<file path="config.mk">
export PLATFORM = sky130hd
export DESIGN_NAME = sltx_dev_sink_flat
export DESIGN_NICKNAME = d
export VERILOG_FILES = /design/src/sltx_pkg.sv /design/src/sltx_if.sv /design/src/sltx_dev_sink.sv /design/src/flat_wrapper.sv
export VERILOG_INCLUDE_DIRS = /design/src
export SDC_FILE = /design/constraint.sdc
export NUM_CORES = 1
export LEC_CHECK = 0
export ABC_AREA = 1
export BUFFER_PORTS_ARGS = -buffer_cell sky130_fd_sc_hd__buf_2
export CAP_MARGIN = 40
export CORE_AREA = 4 4 170 172
export CTS_CLUSTER_SIZE = 16
export DETAILED_ROUTE_END_ITERATION = 8
export DIE_AREA = 0 0 174 176
export PLACE_DENSITY = 0.64
export RECOVER_POWER = 50
export SYNTH_ARGS = -nofsm -noshare
export SYNTH_HDL_FRONTEND = slang
export SYNTH_SLANG_ARGS = --single-unit
</file>
<file path="constraint.sdc">
create_clock -name ref_clk_in -period 2.65 [get_ports ref_clk_in]
set_input_delay 0.1325 -clock ref_clk_in [delete_from_list [all_inputs] [get_ports ref_clk_in]]
set_output_delay 0.1325 -clock ref_clk_in [all_outputs]
set_load 0.05 [all_outputs]
</file>
<file path="src/sltx_defines.svh">
// Shared constants for the serial link transmit application sinks.
`ifndef SLTX_DEFINES_SVH
`define SLTX_DEFINES_SVH
`define SLTX_WORD_W        32
`define SLTX_CMD_W_CRC     6
`define SLTX_CMD_W_ALONE   18
`define SLTX_REG_ADDR_W    10
`define SLTX_ALERT_LEAD    8'h04
`define SLTX_TRAIN_CYCLES  8'h10
`define SLTX_ZERO_WORD     32'h0000_0000
`endif

</file>
<file path="src/sltx_pkg.sv">
// Types used by the device end of the transmit application sinks.
package sltx_pkg;
   typedef enum logic [1:0] {
      SLTX_IDLE,
      SLTX_TRAIN,
      SLTX_ALERT,
      SLTX_USER
   } sltx_phase_t;
endpackage

</file>
<file path="src/sltx_if.sv">
// Interface joining the application source to the transmit sinks.
`timescale 1ns/1ps
`default_nettype none
`include "sltx_defines.svh"
interface sltx_if #(
   parameter int LANES     = 1,
   parameter int SMP_W     = 128,
   parameter int CTL_W     = 16,
   parameter int CMD_W     = 18
);
   logic                      reg_write_strobe;
   logic [`SLTX_REG_ADDR_W-1:0] reg_addr;
   logic                      reg_read_strobe;
   logic [`SLTX_WORD_W-1:0]   reg_write_word;
   logic [`SLTX_WORD_W-1:0]   reg_read_word;
   logic                      reg_stall;
   logic [SMP_W-1:0]          sample_in_bus;
   logic [CTL_W-1:0]          sample_ctrl_bits_in;
   logic                      sample_in_valid;
   logic                      sample_in_ready;
   logic                      link_accept_soon;
   logic [LANES*CMD_W-1:0]    lane_command_bus;
   logic                      lane_command_valid;
   logic                      lane_command_ready;

   // The device end.
   modport dev (
      input  reg_write_strobe, reg_addr, reg_read_strobe, reg_write_word,
      output reg_read_word, reg_stall,
      input  sample_in_bus, sample_ctrl_bits_in, sample_in_valid,
      output sample_in_ready, link_accept_soon,
      input  lane_command_bus, lane_command_valid,
      output lane_command_ready
   );
   // The application end.
   modport app (
      output reg_write_strobe, reg_addr, reg_read_strobe, reg_write_word,
      input  reg_read_word, reg_stall,
      output sample_in_bus, sample_ctrl_bits_in, sample_in_valid,
      input  sample_in_ready, link_accept_soon,
      output lane_command_bus, lane_command_valid,
      input  lane_command_ready
   );
endinterface
`default_nettype wire

</file>
<file path="src/sltx_dev_sink.sv">
// Device end: register port, sample sink and lane command sink.
// Notes on behaviour
// RULE1: Master writes with strobe and 32-bit word.
// RULE2: Every read returns a 32-bit word.
// RULE3: Stall output is always held low.
// RULE4: Sample width is M*S*multiplier*N bits; the code makes it LANES*M*S*width_multiplier*N.
// RULE5: Samples packed big endian, first octet top.
// RULE6: Lane 0 sits in the top slice.
// RULE7: Control bits are inserted beside sample data.
// RULE8: Source keeps samples valid while ready.
// RULE9: Sample ready only in user-data phase.
// RULE10: Frame-ready rises fixed time before ready.
// RULE11: One command per lane per cycle.
// RULE12: Lane 0 command in top slice.
// RULE13: Command width 6 with CRC, else 18.
// RULE14: Source keeps commands valid while ready.
// RULE15: Command ready in user-data phase, latency zero.
// RULE16: Readies low outside user data; ignore inputs.
`timescale 1ns/1ps
`default_nettype none
`include "sltx_defines.svh"
module sltx_dev_sink #(
   parameter int M              = 1,
   parameter int S              = 8,
   parameter int width_multiplier = 1,
   parameter int N              = 16,
   parameter int CS             = 2,
   parameter int LANES          = 1,
   parameter bit CRC12_MODE     = 1'b0,
   parameter logic [7:0] TRAIN_CYCLES = `SLTX_TRAIN_CYCLES,
   parameter logic [7:0] ALERT_LEAD   = `SLTX_ALERT_LEAD,
   parameter int SMP_W          = LANES*M*S*width_multiplier*N, // RULE4
   parameter int CTL_W          = LANES*M*S*width_multiplier*CS,
   parameter int CMD_W          = CRC12_MODE ? `SLTX_CMD_W_CRC : `SLTX_CMD_W_ALONE // RULE13
) (
   // Clock and reset.
   input  wire logic                      ref_clk_in,
   input  wire logic                      rst_b_in,
   // Link enable from link bring-up logic.
   input  wire logic                      link_enable_in,
   // Link to the application end.
   sltx_if.dev                            lnk,
   // Taken samples with control bits, per lane.
   output logic      [SMP_W-1:0]          tx_sample_out,
   output logic      [CTL_W-1:0]          tx_ctrl_out,
   output logic                           tx_sample_valid_out,
   // Taken commands per lane.
   output logic      [CMD_W-1:0]          tx_cmd_out [LANES],
   output logic                           tx_cmd_valid_out,
   // Last written register word.
   output logic      [`SLTX_WORD_W-1:0]   cfg_word_out
);
   sltx_pkg::sltx_phase_t phase;
   sltx_pkg::sltx_phase_t next_phase;
   logic [7:0]              cnt;
   logic [7:0]              next_cnt;
   logic [`SLTX_WORD_W-1:0] cfg;
   logic [`SLTX_WORD_W-1:0] next_cfg;
   logic [SMP_W-1:0]        smp;
   logic [SMP_W-1:0]        next_smp;
   logic [CTL_W-1:0]        ctl;
   logic [CTL_W-1:0]        next_ctl;
   logic                    smp_v;
   logic                    next_smp_v;
   logic [LANES*CMD_W-1:0]  cmd;
   logic [LANES*CMD_W-1:0]  next_cmd;
   logic                    cmd_v;
   logic                    next_cmd_v;
   logic                    user_phase;

   // Phase walk: train, then alert the source, then user data.
   // The alert stage gives the source a fixed lead before ready.
   always_comb begin
      next_phase = phase;
      next_cnt   = cnt;
      if (!link_enable_in) begin
         next_phase = sltx_pkg::SLTX_IDLE;
         next_cnt   = 8'h00;
      end else begin
         unique case (phase)
            sltx_pkg::SLTX_IDLE: begin
               next_phase = sltx_pkg::SLTX_TRAIN;
               next_cnt   = 8'h00;
            end
            sltx_pkg::SLTX_TRAIN: begin
               next_cnt = cnt + 8'h01;
               if (cnt == TRAIN_CYCLES - 8'h01) begin
                  next_phase = sltx_pkg::SLTX_ALERT;
                  next_cnt   = 8'h00;
               end
            end
            sltx_pkg::SLTX_ALERT: begin
               next_cnt = cnt + 8'h01;
               if (cnt == ALERT_LEAD - 8'h01) begin // RULE10
                  next_phase = sltx_pkg::SLTX_USER;
                  next_cnt   = 8'h00;
               end
            end
            sltx_pkg::SLTX_USER: begin
               next_cnt = 8'h00;
            end
         endcase
      end
   end

   always_ff @(posedge ref_clk_in or negedge rst_b_in) begin
      if (!rst_b_in) begin
         phase <= sltx_pkg::SLTX_IDLE;
         cnt   <= 8'h00;
      end else begin
         phase <= next_phase;
         cnt   <= next_cnt;
      end
   end

   // Readies only in user data, with zero ready latency.
   assign user_phase              = (phase == sltx_pkg::SLTX_USER);
   assign lnk.sample_in_ready     = user_phase;                  // RULE9 RULE16
   assign lnk.lane_command_ready  = user_phase;                  // RULE15 RULE16
   assign lnk.link_accept_soon    = (phase == sltx_pkg::SLTX_ALERT) || user_phase; // RULE10

   // Register port never stalls; reads answer in the access cycle.
   assign lnk.reg_stall     = 1'b0;                              // RULE3
   assign lnk.reg_read_word = lnk.reg_read_strobe ? cfg : `SLTX_ZERO_WORD; // RULE2

   always_comb begin
      next_cfg = cfg;
      if (lnk.reg_write_strobe) begin
         next_cfg = lnk.reg_write_word;
      end
   end

   // Sink capture. Inputs while not ready are ignored entirely.
   // Bus order is kept as is, so lane 0 stays in the top slice.
   always_comb begin
      next_smp   = smp;
      next_ctl   = ctl;
      next_cmd   = cmd;
      next_smp_v = 1'b0;
      next_cmd_v = 1'b0;
      if (user_phase) begin                                      // RULE16
         next_smp   = lnk.sample_in_bus;                         // RULE5 RULE6
         next_ctl   = lnk.sample_ctrl_bits_in;                   // RULE7
         next_smp_v = lnk.sample_in_valid;
         next_cmd   = lnk.lane_command_bus;                      // RULE11
         next_cmd_v = lnk.lane_command_valid;
      end
   end

   always_ff @(posedge ref_clk_in or negedge rst_b_in) begin
      if (!rst_b_in) begin
         cfg   <= `SLTX_ZERO_WORD;
         smp   <= '0;
         ctl   <= '0;
         smp_v <= 1'b0;
         cmd   <= '0;
         cmd_v <= 1'b0;
      end else begin
         cfg   <= next_cfg;
         smp   <= next_smp;
         ctl   <= next_ctl;
         smp_v <= next_smp_v;
         cmd   <= next_cmd;
         cmd_v <= next_cmd_v;
      end
   end

   // Split commands per lane, lane 0 from the top slice.
   for (genvar g = 0; g < LANES; g++) begin : g_lane
      assign tx_cmd_out[g] = cmd[(LANES-g)*CMD_W-1 -: CMD_W];   // RULE12 RULE13
   end

   assign tx_sample_out       = smp;
   assign tx_ctrl_out         = ctl;
   assign tx_sample_valid_out = smp_v;
   assign tx_cmd_valid_out    = cmd_v;
   assign cfg_word_out        = cfg;
endmodule
`default_nettype wire

</file>
<file path="src/flat_wrapper.sv">
// flat-port wrapper written by rule: the top's interface ports become plain ports
module sltx_dev_sink_flat 
#(
   parameter int M              = 1,
   parameter int S              = 8,
   parameter int width_multiplier = 1,
   parameter int N              = 16,
   parameter int CS             = 2,
   parameter int LANES          = 1,
   parameter bit CRC12_MODE     = 1'b0,
   parameter logic [7:0] TRAIN_CYCLES = `SLTX_TRAIN_CYCLES,
   parameter logic [7:0] ALERT_LEAD   = `SLTX_ALERT_LEAD,
   parameter int SMP_W          = LANES*M*S*width_multiplier*N,         
   parameter int CTL_W          = LANES*M*S*width_multiplier*CS,
   parameter int CMD_W          = CRC12_MODE ? `SLTX_CMD_W_CRC : `SLTX_CMD_W_ALONE          
)
  (ref_clk_in, rst_b_in, link_enable_in, tx_sample_out, tx_ctrl_out, tx_sample_valid_out, tx_cmd_out, tx_cmd_valid_out, cfg_word_out, lnk_reg_write_strobe, lnk_reg_addr, lnk_reg_read_strobe, lnk_reg_write_word, lnk_reg_read_word, lnk_reg_stall, lnk_sample_in_bus, lnk_sample_ctrl_bits_in, lnk_sample_in_valid, lnk_sample_in_ready, lnk_link_accept_soon, lnk_lane_command_bus, lnk_lane_command_valid, lnk_lane_command_ready);
  sltx_if #(.LANES(LANES), .SMP_W(SMP_W), .CTL_W(CTL_W), .CMD_W(CMD_W)) lnk_i ();
  input  wire logic ref_clk_in;
  input  wire logic rst_b_in;
  input  wire logic link_enable_in;
  output logic      [SMP_W-1:0] tx_sample_out;
  output logic      [CTL_W-1:0] tx_ctrl_out;
  output logic tx_sample_valid_out;
  output logic      [CMD_W-1:0] tx_cmd_out[LANES];
  output logic tx_cmd_valid_out;
  output logic      [`SLTX_WORD_W-1:0] cfg_word_out;
  input wire logic [$bits(lnk_i.reg_write_strobe)-1:0] lnk_reg_write_strobe;
  input wire logic [$bits(lnk_i.reg_addr)-1:0] lnk_reg_addr;
  input wire logic [$bits(lnk_i.reg_read_strobe)-1:0] lnk_reg_read_strobe;
  input wire logic [$bits(lnk_i.reg_write_word)-1:0] lnk_reg_write_word;
  output wire logic [$bits(lnk_i.reg_read_word)-1:0] lnk_reg_read_word;
  output wire logic [$bits(lnk_i.reg_stall)-1:0] lnk_reg_stall;
  input wire logic [$bits(lnk_i.sample_in_bus)-1:0] lnk_sample_in_bus;
  input wire logic [$bits(lnk_i.sample_ctrl_bits_in)-1:0] lnk_sample_ctrl_bits_in;
  input wire logic [$bits(lnk_i.sample_in_valid)-1:0] lnk_sample_in_valid;
  output wire logic [$bits(lnk_i.sample_in_ready)-1:0] lnk_sample_in_ready;
  output wire logic [$bits(lnk_i.link_accept_soon)-1:0] lnk_link_accept_soon;
  input wire logic [$bits(lnk_i.lane_command_bus)-1:0] lnk_lane_command_bus;
  input wire logic [$bits(lnk_i.lane_command_valid)-1:0] lnk_lane_command_valid;
  output wire logic [$bits(lnk_i.lane_command_ready)-1:0] lnk_lane_command_ready;
  assign lnk_i.reg_write_strobe = lnk_reg_write_strobe;
  assign lnk_i.reg_addr = lnk_reg_addr;
  assign lnk_i.reg_read_strobe = lnk_reg_read_strobe;
  assign lnk_i.reg_write_word = lnk_reg_write_word;
  assign lnk_reg_read_word = lnk_i.reg_read_word;
  assign lnk_reg_stall = lnk_i.reg_stall;
  assign lnk_i.sample_in_bus = lnk_sample_in_bus;
  assign lnk_i.sample_ctrl_bits_in = lnk_sample_ctrl_bits_in;
  assign lnk_i.sample_in_valid = lnk_sample_in_valid;
  assign lnk_sample_in_ready = lnk_i.sample_in_ready;
  assign lnk_link_accept_soon = lnk_i.link_accept_soon;
  assign lnk_i.lane_command_bus = lnk_lane_command_bus;
  assign lnk_i.lane_command_valid = lnk_lane_command_valid;
  assign lnk_lane_command_ready = lnk_i.lane_command_ready;
  sltx_dev_sink #(.M(M), .S(S), .width_multiplier(width_multiplier), .N(N), .CS(CS), .LANES(LANES), .CRC12_MODE(CRC12_MODE), .TRAIN_CYCLES(TRAIN_CYCLES), .ALERT_LEAD(ALERT_LEAD), .SMP_W(SMP_W), .CTL_W(CTL_W), .CMD_W(CMD_W)) u_core (.ref_clk_in(ref_clk_in), .rst_b_in(rst_b_in), .link_enable_in(link_enable_in), .lnk(lnk_i), .tx_sample_out(tx_sample_out), .tx_ctrl_out(tx_ctrl_out), .tx_sample_valid_out(tx_sample_valid_out), .tx_cmd_out(tx_cmd_out), .tx_cmd_valid_out(tx_cmd_valid_out), .cfg_word_out(cfg_word_out));
endmodule
</file>
==> metrics.md, run 1 <==
| Metric | Value |
|---|---|
| Status | complete, no violations |
| Final Max Slew Viols | 0 |
| Die height | ~180 um |
| Sequential area share after synthesis | 0.634 |
| I/O pins | between 400 and 500 |
| Post-CTS sizing | 0 |
| Fraction of registers with async set/reset | 1.00 |
| Syn. warnings | 0 |
| CTS Buf Count | 24 |
| CP cell instances | ha_4, buf_12, buf_2 |
| Synth Cell Area | between 8000 and 9000 sq um |
| Final std cells w/o fill | 1560 |
| Minimum clock period | 2.18 ns |
| CP delay by family, top | buffers and inverters |
| Largest net degree at the start of global routing | 57 |
| Vias in the first global route | 7521 |
| Final period utilization | 0.824 |
| Gate power share | 0.500 |
| Die area | about 31000 sq um |
| Reg clk slew, reported paths | 0.06 ns |
| Num rows | 61 |
| Area Growth Syn to Fin | 65.3% |
| Clock Latency Late Sink | approximately 0.5 ns |
| Synth Flop Type | dfrtp_1 |
| Share of cells above drive strength 1 | 0.494 |
| HPWL Detailed | 18.1 mm |
| Syn Inst Count | roughly 560 |
| Xor and xnor area share after synthesis | 0.00539 |
| Leak Pwr | 6.59 nW |
| Root Driver | clkbuf_16 |
| Worst path max stage delay | 0.49 ns |
| Critical Path Stages | 3 |
| Seq pwr share | 0.296 |
| Worst path bufs/invs | 2 |
| Min-Delay Path Depth | 5 |
| CTS tree | done |
| Worst path slowest cell | ha_4 |
| Clock power share | 0.204 |
| Initial Utilization | 0.296 |
| P_int | 9.08 mW |
| Yosys reg bits | approximately 200 |
| Drt first-iter violations | 206 |
| Main combinational cell family by area after synthesis | multiplexers |
| Clock buffer depth | 3 |
| Setup skew after layout | about 0.0075 ns |
| Hold crit path type | in2reg |
| Antenna violations before repair | 0 |
| Net Count, Synth | slightly below 800 |
| Sw Pwr | between 8 and 9 mW |
| Register-to-register setup slack | between 0.8 and 0.9 ns |
| Worst slew margin | 0.0671 |
| Worst Setup Path Type | reg2out |
| Post-synth EDFFs | 0 |
| Buffers on Ports | 431 |
| RSZ-0062 raised after global routing | false |
| Synthesized-area fraction occupied by adder cells | 0.00770 |
| Placer Congestion | 0.783 |
| Fmax | around 0.46 GHz |
| DRC Markers | 0 |
| Endpoints failing hold | 0 |
| Element type at the critical path start | flip-flop |
| Core Region | 27500 sq um |
| Clk sinks | about 210 |
| Via count | a little under 7000 |
| Least-Margin Pin Slew | ~1.4 ns |
| Critical path peak fanout | 39 |
| Post-synth cell types | 23 |
| GRT Total Usage | 0.167 |
| H-tree levels | 1 |
| Avg Cell Area, Syn | roughly 15 sq um |
| Worst reg2reg path depth | 3 |
| Switching part of the total power | 0.483 |
| Max-Cap Viols | 0 |
| PwrDens | between 1000 and 1500 nW/um^2 |
| Critical Path RT | about 2.5 ns |
| GRT overflow | 0 |
| DRT Pass-1 Iters | 4 |
| Routed WL per cell | 17.0 um |
| Worst vdd ir | 0.886 mV |
| Synth Area in Simple Gates | 0.0383 |
| Worst endpoint data arrival time | 2.05 ns |
| CP endpoint kind | output port |
| # setup viols final | 0 |
| Compound-cell area share of the yosys netlist | 0.00339 |
| Multiplexer share of the synthesized area | 0.269 |
| Setup TNS | 0 ns |
| Via-per-instance ratio | about 4.4 |
| Die W | about 170 um |
| Nets | around 1400 |
| Antenna-violating nets left | 0 |
| Final wirelength | between 20 and 30 mm |
| First-pass GRT wire length | 41.4 mm |
| Post-placement cell count | approximately 1300 |
## per-stage QoR
step	hold WS [ns]	utilization	setup slack, ns	total power, mW	cell area (sq um)
2_1_floorplan	-0.163	-	0.826	11.7	8130
3_3_place_gp	0.144	0.390	0.938	13.8	10700
3_5_place_dp	0.144	0.390	0.899	14.0	10700
4_1_cts	0.0109	0.494	0.415	17.9	13600
5_1_grt	0.00897	0.489	0.179	18.4	13400
6_report	0.0250	0.489	0.466	17.6	13400
## cells by family (layout without fill, tap and decap cells)
family,Yosys count,after routing
XOR/XNOR,5,5
AND/OR/NAND/NOR,73,73
adder cells (fa/ha/maj),5,5
multiplexers,194,194
AO/OA/AOI/OAI,5,5
buffers and inverters,69,724
flip-flops,206,206
other,1,2
## power by group through the flow
stage	sequential (mW)	clock [mW]	combinational, mW
floorplan	9.76	0	1.92
finish	5.20	3.58	8.79
global route	5.37	3.84	9.14
global placement	5.14	0	8.67
CTS	5.18	3.71	9.00
detailed placement	5.20	0	8.76
## cell usage after synthesis, drive strengths merged, types with 3 or more instances
master  number  area share
dfrtp      206        0.63
mux2       194        0.27
nand2       47       0.023
inv         42       0.019
buf         23       0.020
nor2        16      0.0077
nand3        6      0.0049
ha           5      0.0077
clkbuf       4      0.0018
nand4        3      0.0023
xor2         3      0.0032
## worst register-to-register path, delay by kind of cell, from the launching register on
kind | cells | cell delay, ns
adders and majority gates | 1 | 0.49
buffers and inverters | 1 | 0.31
DFF | 1 | 0.45
muxes | 1 | 0.40
## final cells by class
type / instances / area [sq um]
diodes: 1 / 2.50
inverters: 42 / 158
fillers: 2381 / 14000
well taps: 346 / 433
clock buffers: 37 / 771
multi-input cells: 283 / 2650
repair buffers: 638 / 4160
flip-flops and latches: 206 / 5150
clock inverters: 7 / 110
## sequential cells by signal, indices dropped and copies added, names as in the netlist
register,flops
u_core.cfg_word_out,32
u_core.cnt,8
u_core.phase,2
u_core.tx_cmd_out,18
u_core.tx_cmd_valid_out,1
u_core.tx_ctrl_out,16
u_core.tx_sample_out,128
u_core.tx_sample_valid_out,1
## timing repair
action / CTS / global route
endpoints found under the hold margin: 248 / 0
endpoints found under the setup margin: 0 / 0
buffers inserted: 0 / 0
hold buffers: 197 / 0
## worst paths after layout
kind	from	end
worst max-delay path	u_core.phase[0]	lnk_lane_command_ready
worst min-delay path	link_enable_in	u_core.phase[1]
worst max register to register	u_core.phase[0]	u_core.tx_sample_out[96]
worst min register to register	u_core.cnt[0]	u_core.cnt[0]
max in group asynchronous	rst_b_in	u_core.cfg_word_out[16]
min in group asynchronous	rst_b_in	u_core.tx_cmd_valid_out
## layout by cell type (no fill, tap or decap), drive strengths merged
master	count
clkinv	4
bufinv	3
ha	5
nor2	16
xnor2	2
o21ai	2
or2	1
buf	354
xor2	3
mux2	194
clkbuf	124
dlygate4sd3	197
conb	1
nand3	6
nand4	3
dfrtp	206
inv	42
diode	1
nand2	47
o21bai	1
a21oi	2
## per-layer routing
layer | global-route usage | vias up | routed length, um
li1 | - | 3140 | -
met2 | 0.313 | 306 | 14000
met5 | 0 | - | 0
met3 | 0.0475 | 56 | 2140
met4 | 0.0594 | 0 | 911
met1 | 0.180 | 3298 | 9550
Power figures use the tool's default switching activity.
==> inputs of run 2 (changes only) <==
ABC_AREA = 0   (was 1)
clock period = 2.08 ns   (was 2.65 ns; I/O delays follow)
==> run 2 against run 1 <==
Via count shrank 3.6%. Register-to-register slack worse by 0.42 ns. Routed wire length down 7.1%. Critical path type unchanged. Highest routed layer unchanged.
==> metrics.md, run 2 <==
| Metric | Value |
|---|---|
| Status | complete, no violations |
| Critical Path RT | a little under 2 ns |
| Minimum clock period | around 1.9 ns |
| Largest area contributor in the netlist | dfrtp_1 |
| Reg clk slew, reported paths | ~0.06 ns |
| Fmax | 0.513 GHz |
| Placer Congestion | between 0.7 and 0.8 |
| Buffers on Ports | approximately 430 |
| First-pass GRT wire length | approximately 39 mm |
| Setup skew after layout | 0.0129 ns |
| Met3 usage | 0.0394 |
| Setup TNS | 0 ns |
| RSZ-0062 raised after global routing | false |
| Max-Cap Viols | 0 |
| Synth cell count leaders | dfrtp_1, mux2_2, and2_1, buf_2, nor2_1 |
| Most common cell in the netlist | dfrtp_1 |
| Drt first-iter violations | 99 |
| Register-to-register setup slack | 0.47 ns |
| Antenna violations before repair | 1 |
| Worst vdd ir | slightly below 1 mV |
| Worst min-delay path startpoint | lnk_reg_write_strobe |
| Max FFs per register | about 130 |
| Most common cell after layout, fill and taps aside | buf_2 |
| Post-synth cell types | 32 |
| Share of cells above drive strength 1 | 0.513 |
| Vias in the first global route | between 7000 and 8000 |
| Fraction of registers with async set/reset | 1.00 |
| Final Max Slew Viols | 0 |
| Nets | between 1000 and 1500 |
| HPWL Detailed | about 17 mm |
| Clock Latency Late Sink | a little over 0.5 ns |
| Worst endpoint data arrival time | 1.84 ns |
| Synth Cell Area | around 8000 sq um |
| Most frequent cells in the layout | buf_2, dfrtp_1, dlygate4sd3_1 |
| CTS tree | done |
| I/O pins | approximately 440 |
| Largest net degree at the start of global routing | 74 |
| CP endpoint kind | output port |
| Area Growth Syn to Fin | 65.7% |
| Syn Inst Count | a little over 500 |
| Critical path peak fanout | 26 |
| Core Region | roughly 27000 sq um |
| Antenna-violating nets left | 0 |
| Via-per-instance ratio | around 4.3 |
| Hold crit path type | in2reg |
| Initial Utilization | 0.293 |
| WHS | 0.276 ns |
| CTS Buf Count | 24 |
| # setup viols final | 0 |
| Worst reg2reg path depth | 3 |
| Critical Path Sink | lnk_lane_command_ready |
| PwrDens | between 1500 and 2000 nW/um^2 |
| GRT Max-Usage Layer | met2 |
| Post CTS Setup Buffer Count | 0 |
| Via count | between 6000 and 7000 |
| Final total power | between 20 and 25 mW |
| H-tree levels | 1 |
| Worst setup path start | u_core.phase[0] |
| GRT Total Usage | 0.156 |
| Syn. warnings | 0 |
| Share of the synthesized area in the top cell type | 0.641 |
| DRT Pass-1 Iters | 4 |
| DRC Markers | 0 |
| Die height | 176 um |
| Top post-synthesis cells by area | dfrtp_1, mux2_2, and2_1 |
| Sequential area share after synthesis | 0.641 |
| Met1 global-route usage | 0.175 |
| Root Driver | clkbuf_16 |
| Post-synth EDFFs | 0 |
| GRT overflow | 0 |
| Worst slew margin | 0.310 |
| Least-Margin Pin Slew | 1.03 ns |
| Final wirelength | 24.7 mm |
| Final period utilization | 0.937 |
| Yosys reg bits | roughly 210 |
| Clock buffer depth | 3 |
| Synth Flop Type | dfrtp_1 |
| Num rows | 61 |
| M2 GR Usage | 0.293 |
| Reg-to-reg endpoint | u_core.tx_sample_out[127] |
| Die area | slightly above 30000 sq um |
| Worst Setup Path Type | reg2out |
| Avg Cell Area, Syn | ~16 sq um |
| Crit Reg-Reg Startpoint | u_core.phase[0] |
| Element type at the critical path start | flip-flop |
| Leak Pwr | about 6.4 nW |
| Net Count, Synth | between 700 and 800 |
| Clk sinks | slightly above 200 |
| Routed WL per cell | roughly 16 um |
| Endpoints failing hold | 0 |
| Die W | between 150 and 200 um |
==> run 2: cell count changes after synthesis, sizes merged, moves of 2 or more <==
cell   delta
inv      -39
nand3     -2
nand2    -43
xnor2     +2
nand4     -3
nor2      -7
and2     +34
==> run 2: worst max-delay path, stage by stage (launching register included) <==
cell	delay (ns)
dfrtp_1	0.43
ha_4	0.29
buf_6	0.28
buf_2	0.32
==> run 2: worst min path at each step <==
stage / to / slack (ns) / cells after the start
finish: u_core.cfg_word_out[4] / 0.28 / 2
CTS: u_core.tx_ctrl_out[0] / 0.19 / 2
global placement: u_core.tx_ctrl_out[0] / 0.18 / 1
global route: u_core.cfg_word_out[25] / 0.28 / 2
detailed placement: u_core.tx_ctrl_out[0] / 0.18 / 1
floorplan: u_core.cfg_word_out[0] / -0.19 / 0
==> run 2: through the flow <==
step	worst slack (ns)	area, sq um	instances	utilization
floorplan	0.212	8040	510	-
global placement	0.511	10700	1276	0.390
detailed placement	0.476	10700	1276	0.390
CTS	0.0814	13500	1517	0.490
global route	0.0127	13300	1518	0.485
finish	0.132	13300	1518	0.485
==> run 2: cell families after synthesis <==
kind of cell,share of synthesized area
fa+ha+maj,0.00778
xor+xnor,0.00653
mux,0.273
flops,0.641
simple gates,0.0454
compound gates,0.00809
buf+inv,0.0180
other cells,0.000466
==> run 2: final cells by class <==
type / instances / area (sq um)
diodes: 1 / 2.50
clock buffers: 33 / 694
clock inverters: 10 / 90.1
fillers: 2407 / 14100
inverters: 3 / 11.3
multi-input cells: 274 / 2760
flip-flops and latches: 206 / 5150
well taps: 346 / 433
repair buffers: 645 / 4190
==> run 2: metal layers <==
layer / vias to the layer above / wire, um
met1: 3195 / 9220
met5: - / 0
met3: 49 / 1660
met4: 0 / 648
met2: 255 / 13100
li1: 3057 / -
==> run 2: power breakdown <==
group	total (mW)	leakage, nW	internal (mW)	switching (mW)
Sequential	6.50	2.52	5.65	0.856
Clock	4.10	0.395	2.46	1.65
Combinational	10.8	3.44	2.92	7.90
==> run 2: timing repair <==
item                       CTS  global route
hold buffers               198             0
setup endpoints to repair    2             0
resized for setup            1             0
hold endpoints to repair   271             0
==> inputs of run 3 (changes only) <==
CORE_AREA = 4 4 169 171   (was 4 4 170 172)
DIE_AREA = 0 0 173 175   (was 0 0 174 176)
clock period = 2.35 ns   (was 2.08 ns; I/O delays follow)
==> run 3 against run 2 <==
The flow now finishes with violations (capacitance limit, slew limit). Total power shrank 13%. Combinational power fell by 11%. Clock skew fell by 0.0037 ns. Non-clock buffer count fell by 2. Hold slack improved by 0.025 ns. Sequential share of layout area up 0.12 points. Worst setup slack improved by 0.22 ns. Sequential power is 12% lower. Flip-flop and latch count unchanged. Register-to-register slack improved by 0.15 ns. Die area shrank 1.1%. Critical path type unchanged.
==> metrics.md, run 3 (synthesis gave the netlist of run 2 again) <==
| Metric | Value |
|---|---|
| Max FFs per register | approximately 130 |
| Clock buffer depth | 3 |
| Final Max Slew Viols | 60 |
| Post-route cell area | around 13000 sq um |
| Die area | between 30000 and 40000 sq um |
| First-pass GRT wire length | slightly below 40 mm |
| Worst Setup Path Type | reg2out |
| Nets | between 1000 and 1500 |
| Core Region | roughly 27000 sq um |
| Worst slew margin | -0.182 |
| Area used by multi-input combinational logic | approximately 2800 sq um |
| Buffers on Ports | 431 |
| I/O pins | ~440 |
| Most common cell after layout, fill and taps aside | buf_2 |
| Element type at the critical path start | flip-flop |
| Num rows | 60 |
| CP endpoint kind | output port |
| GRT overflow | 0 |
| Fillcell total | around 2400 |
| Clk sinks | between 200 and 250 |
| Area Growth Syn to Fin | 65.2% |
| Die W | approximately 170 um |
| PwrDens | 1410 nW/um^2 |
| Met2 WL | approximately 13 mm |
| Met3 wire len | around 1.8 mm |
| DRT Pass-1 Iters | 4 |
| Endpoints failing hold | 0 |
| Critical Path RT | 2.23 ns |
| Most frequent cells in the layout | buf_2, dfrtp_1, dlygate4sd3_1 |
| Top layer in use | met5 |
| Vias in the first global route | around 7300 |
| RSZ-0062 raised after global routing | false |
| Worst vdd ir | ~0.76 mV |
| CP cell instances | ha_4, buf_4, buf_2 |
| CTS Buf Count | 24 |
| Die height | between 150 and 200 um |
| # setup viols final | 0 |
| Failing checks | capacitance limit, slew limit |
| Antenna-violating nets left | 0 |
| Final wirelength | about 25 mm |
| Post-placement cell count | roughly 1300 |
| HPWL Detailed | 16.3 mm |
| Reg clk slew, reported paths | around 0.060 ns |
| Final period utilization | 0.851 |
| Root Driver | clkbuf_16 |
| Worst path max stage delay | about 0.44 ns |
| Final std cells w/o fill | approximately 1500 |
| Post CTS Setup Buffer Count | 0 |
| H-tree levels | 1 |
| GRT Total Usage | 0.155 |
| Initial Utilization | 0.299 |
| Largest net degree at the start of global routing | 64 |
| Status | finished with violations |
| CTS tree | done |
| Via count | roughly 6600 |
| Share of cells above drive strength 1 | 0.513 |
| Setup TNS | 0 ns |
| Antenna fix cells | 0 |
| Leak Pwr | approximately 6.3 nW |
| Drt first-iter violations | around 200 |
| Critical path peak fanout | 24 |
| Worst endpoint data arrival time | about 1.9 ns |
| Via-per-instance ratio | about 4.3 |
| Hold crit path type | in2reg |
| Clock Latency Late Sink | around 0.5 ns |
| Routed WL per cell | about 16 um |
| Antenna violations before repair | 1 |
| M1 WL | 8.90 mm |
| Minimum clock period | between 1.5 and 2 ns |
| Worst path slowest cell | dfrtp_1 |
| Seq. cell area | 5150 sq um |
| Fmax | about 0.5 GHz |
| Least-Margin Pin Slew | approximately 1.8 ns |
| Placer Congestion | 0.767 |
| Setup skew after layout | 0.00921 ns |
| DRC Markers | 0 |
| Placed instance area | around 11000 sq um |
| Post-Route Utilization | 0.495 |
| Max-Cap Viols | 1 |
## run 3: cell type report
class                   instances  area share
clock buffers                  33      0.0516
clock inverters                 7     0.00292
inverters                       3    0.000847
multi-input cells             274       0.207
flip-flops and latches        206       0.388
well taps                     341      0.0321
repair buffers                643       0.317
## run 3: layer usage
layer	global-route usage	vias up
li1	-	3050
met1	0.169	3179
met2	0.291	264
met3	0.0444	57
met4	0.0512	2
met5	0	-
## run 3: stage by stage
step           hold slack [ns]  total power, mW  worst slack [ns]
3_3_place_gp             0.171             15.1             0.625
6_report                 0.301             18.7             0.351
3_5_place_dp             0.174             15.2             0.605
5_1_grt                  0.299             19.6             0.251
4_1_cts                  0.182             19.0             0.287
2_1_floorplan           -0.178             12.9             0.482
## run 3: final timing paths
kind                                 startpoint                         to  cells after the start  slack [ns]
min in group asynchronous              rst_b_in      u_core.tx_cmd_out[10]                      2        0.64
hold / removal             lnk_reg_write_strobe     u_core.cfg_word_out[5]                      2        0.30
setup reg to reg                u_core.phase[0]  u_core.tx_sample_out[110]                      3        0.62
hold reg to reg                   u_core.cnt[0]              u_core.cnt[0]                      1        0.46
max in group asynchronous              rst_b_in   u_core.tx_sample_out[98]                      3        0.59
setup / recovery                u_core.phase[0]        lnk_sample_in_ready                      3        0.35
## run 3: worst max-delay path: cells and delay by family (launching register included)
family	cells	cell delay (ns)
DFF	1	0.44
buffers and inverters	2	0.50
adders and majority gates	1	0.43
## run 3: repair_timing
| item | 4_1_cts | 5_1_grt |
|---|---|---|
| endpoints found under the hold margin | 264 | 0 |
| hold buffers | 198 | 0 |
| gates resized for setup | 0 | 0 |
## run 3: power breakdown
group	internal, mW	total (mW)	switching, mW
logic	2.58	9.56	6.98
clock network	2.02	3.40	1.38
registers	5.00	5.74	0.741
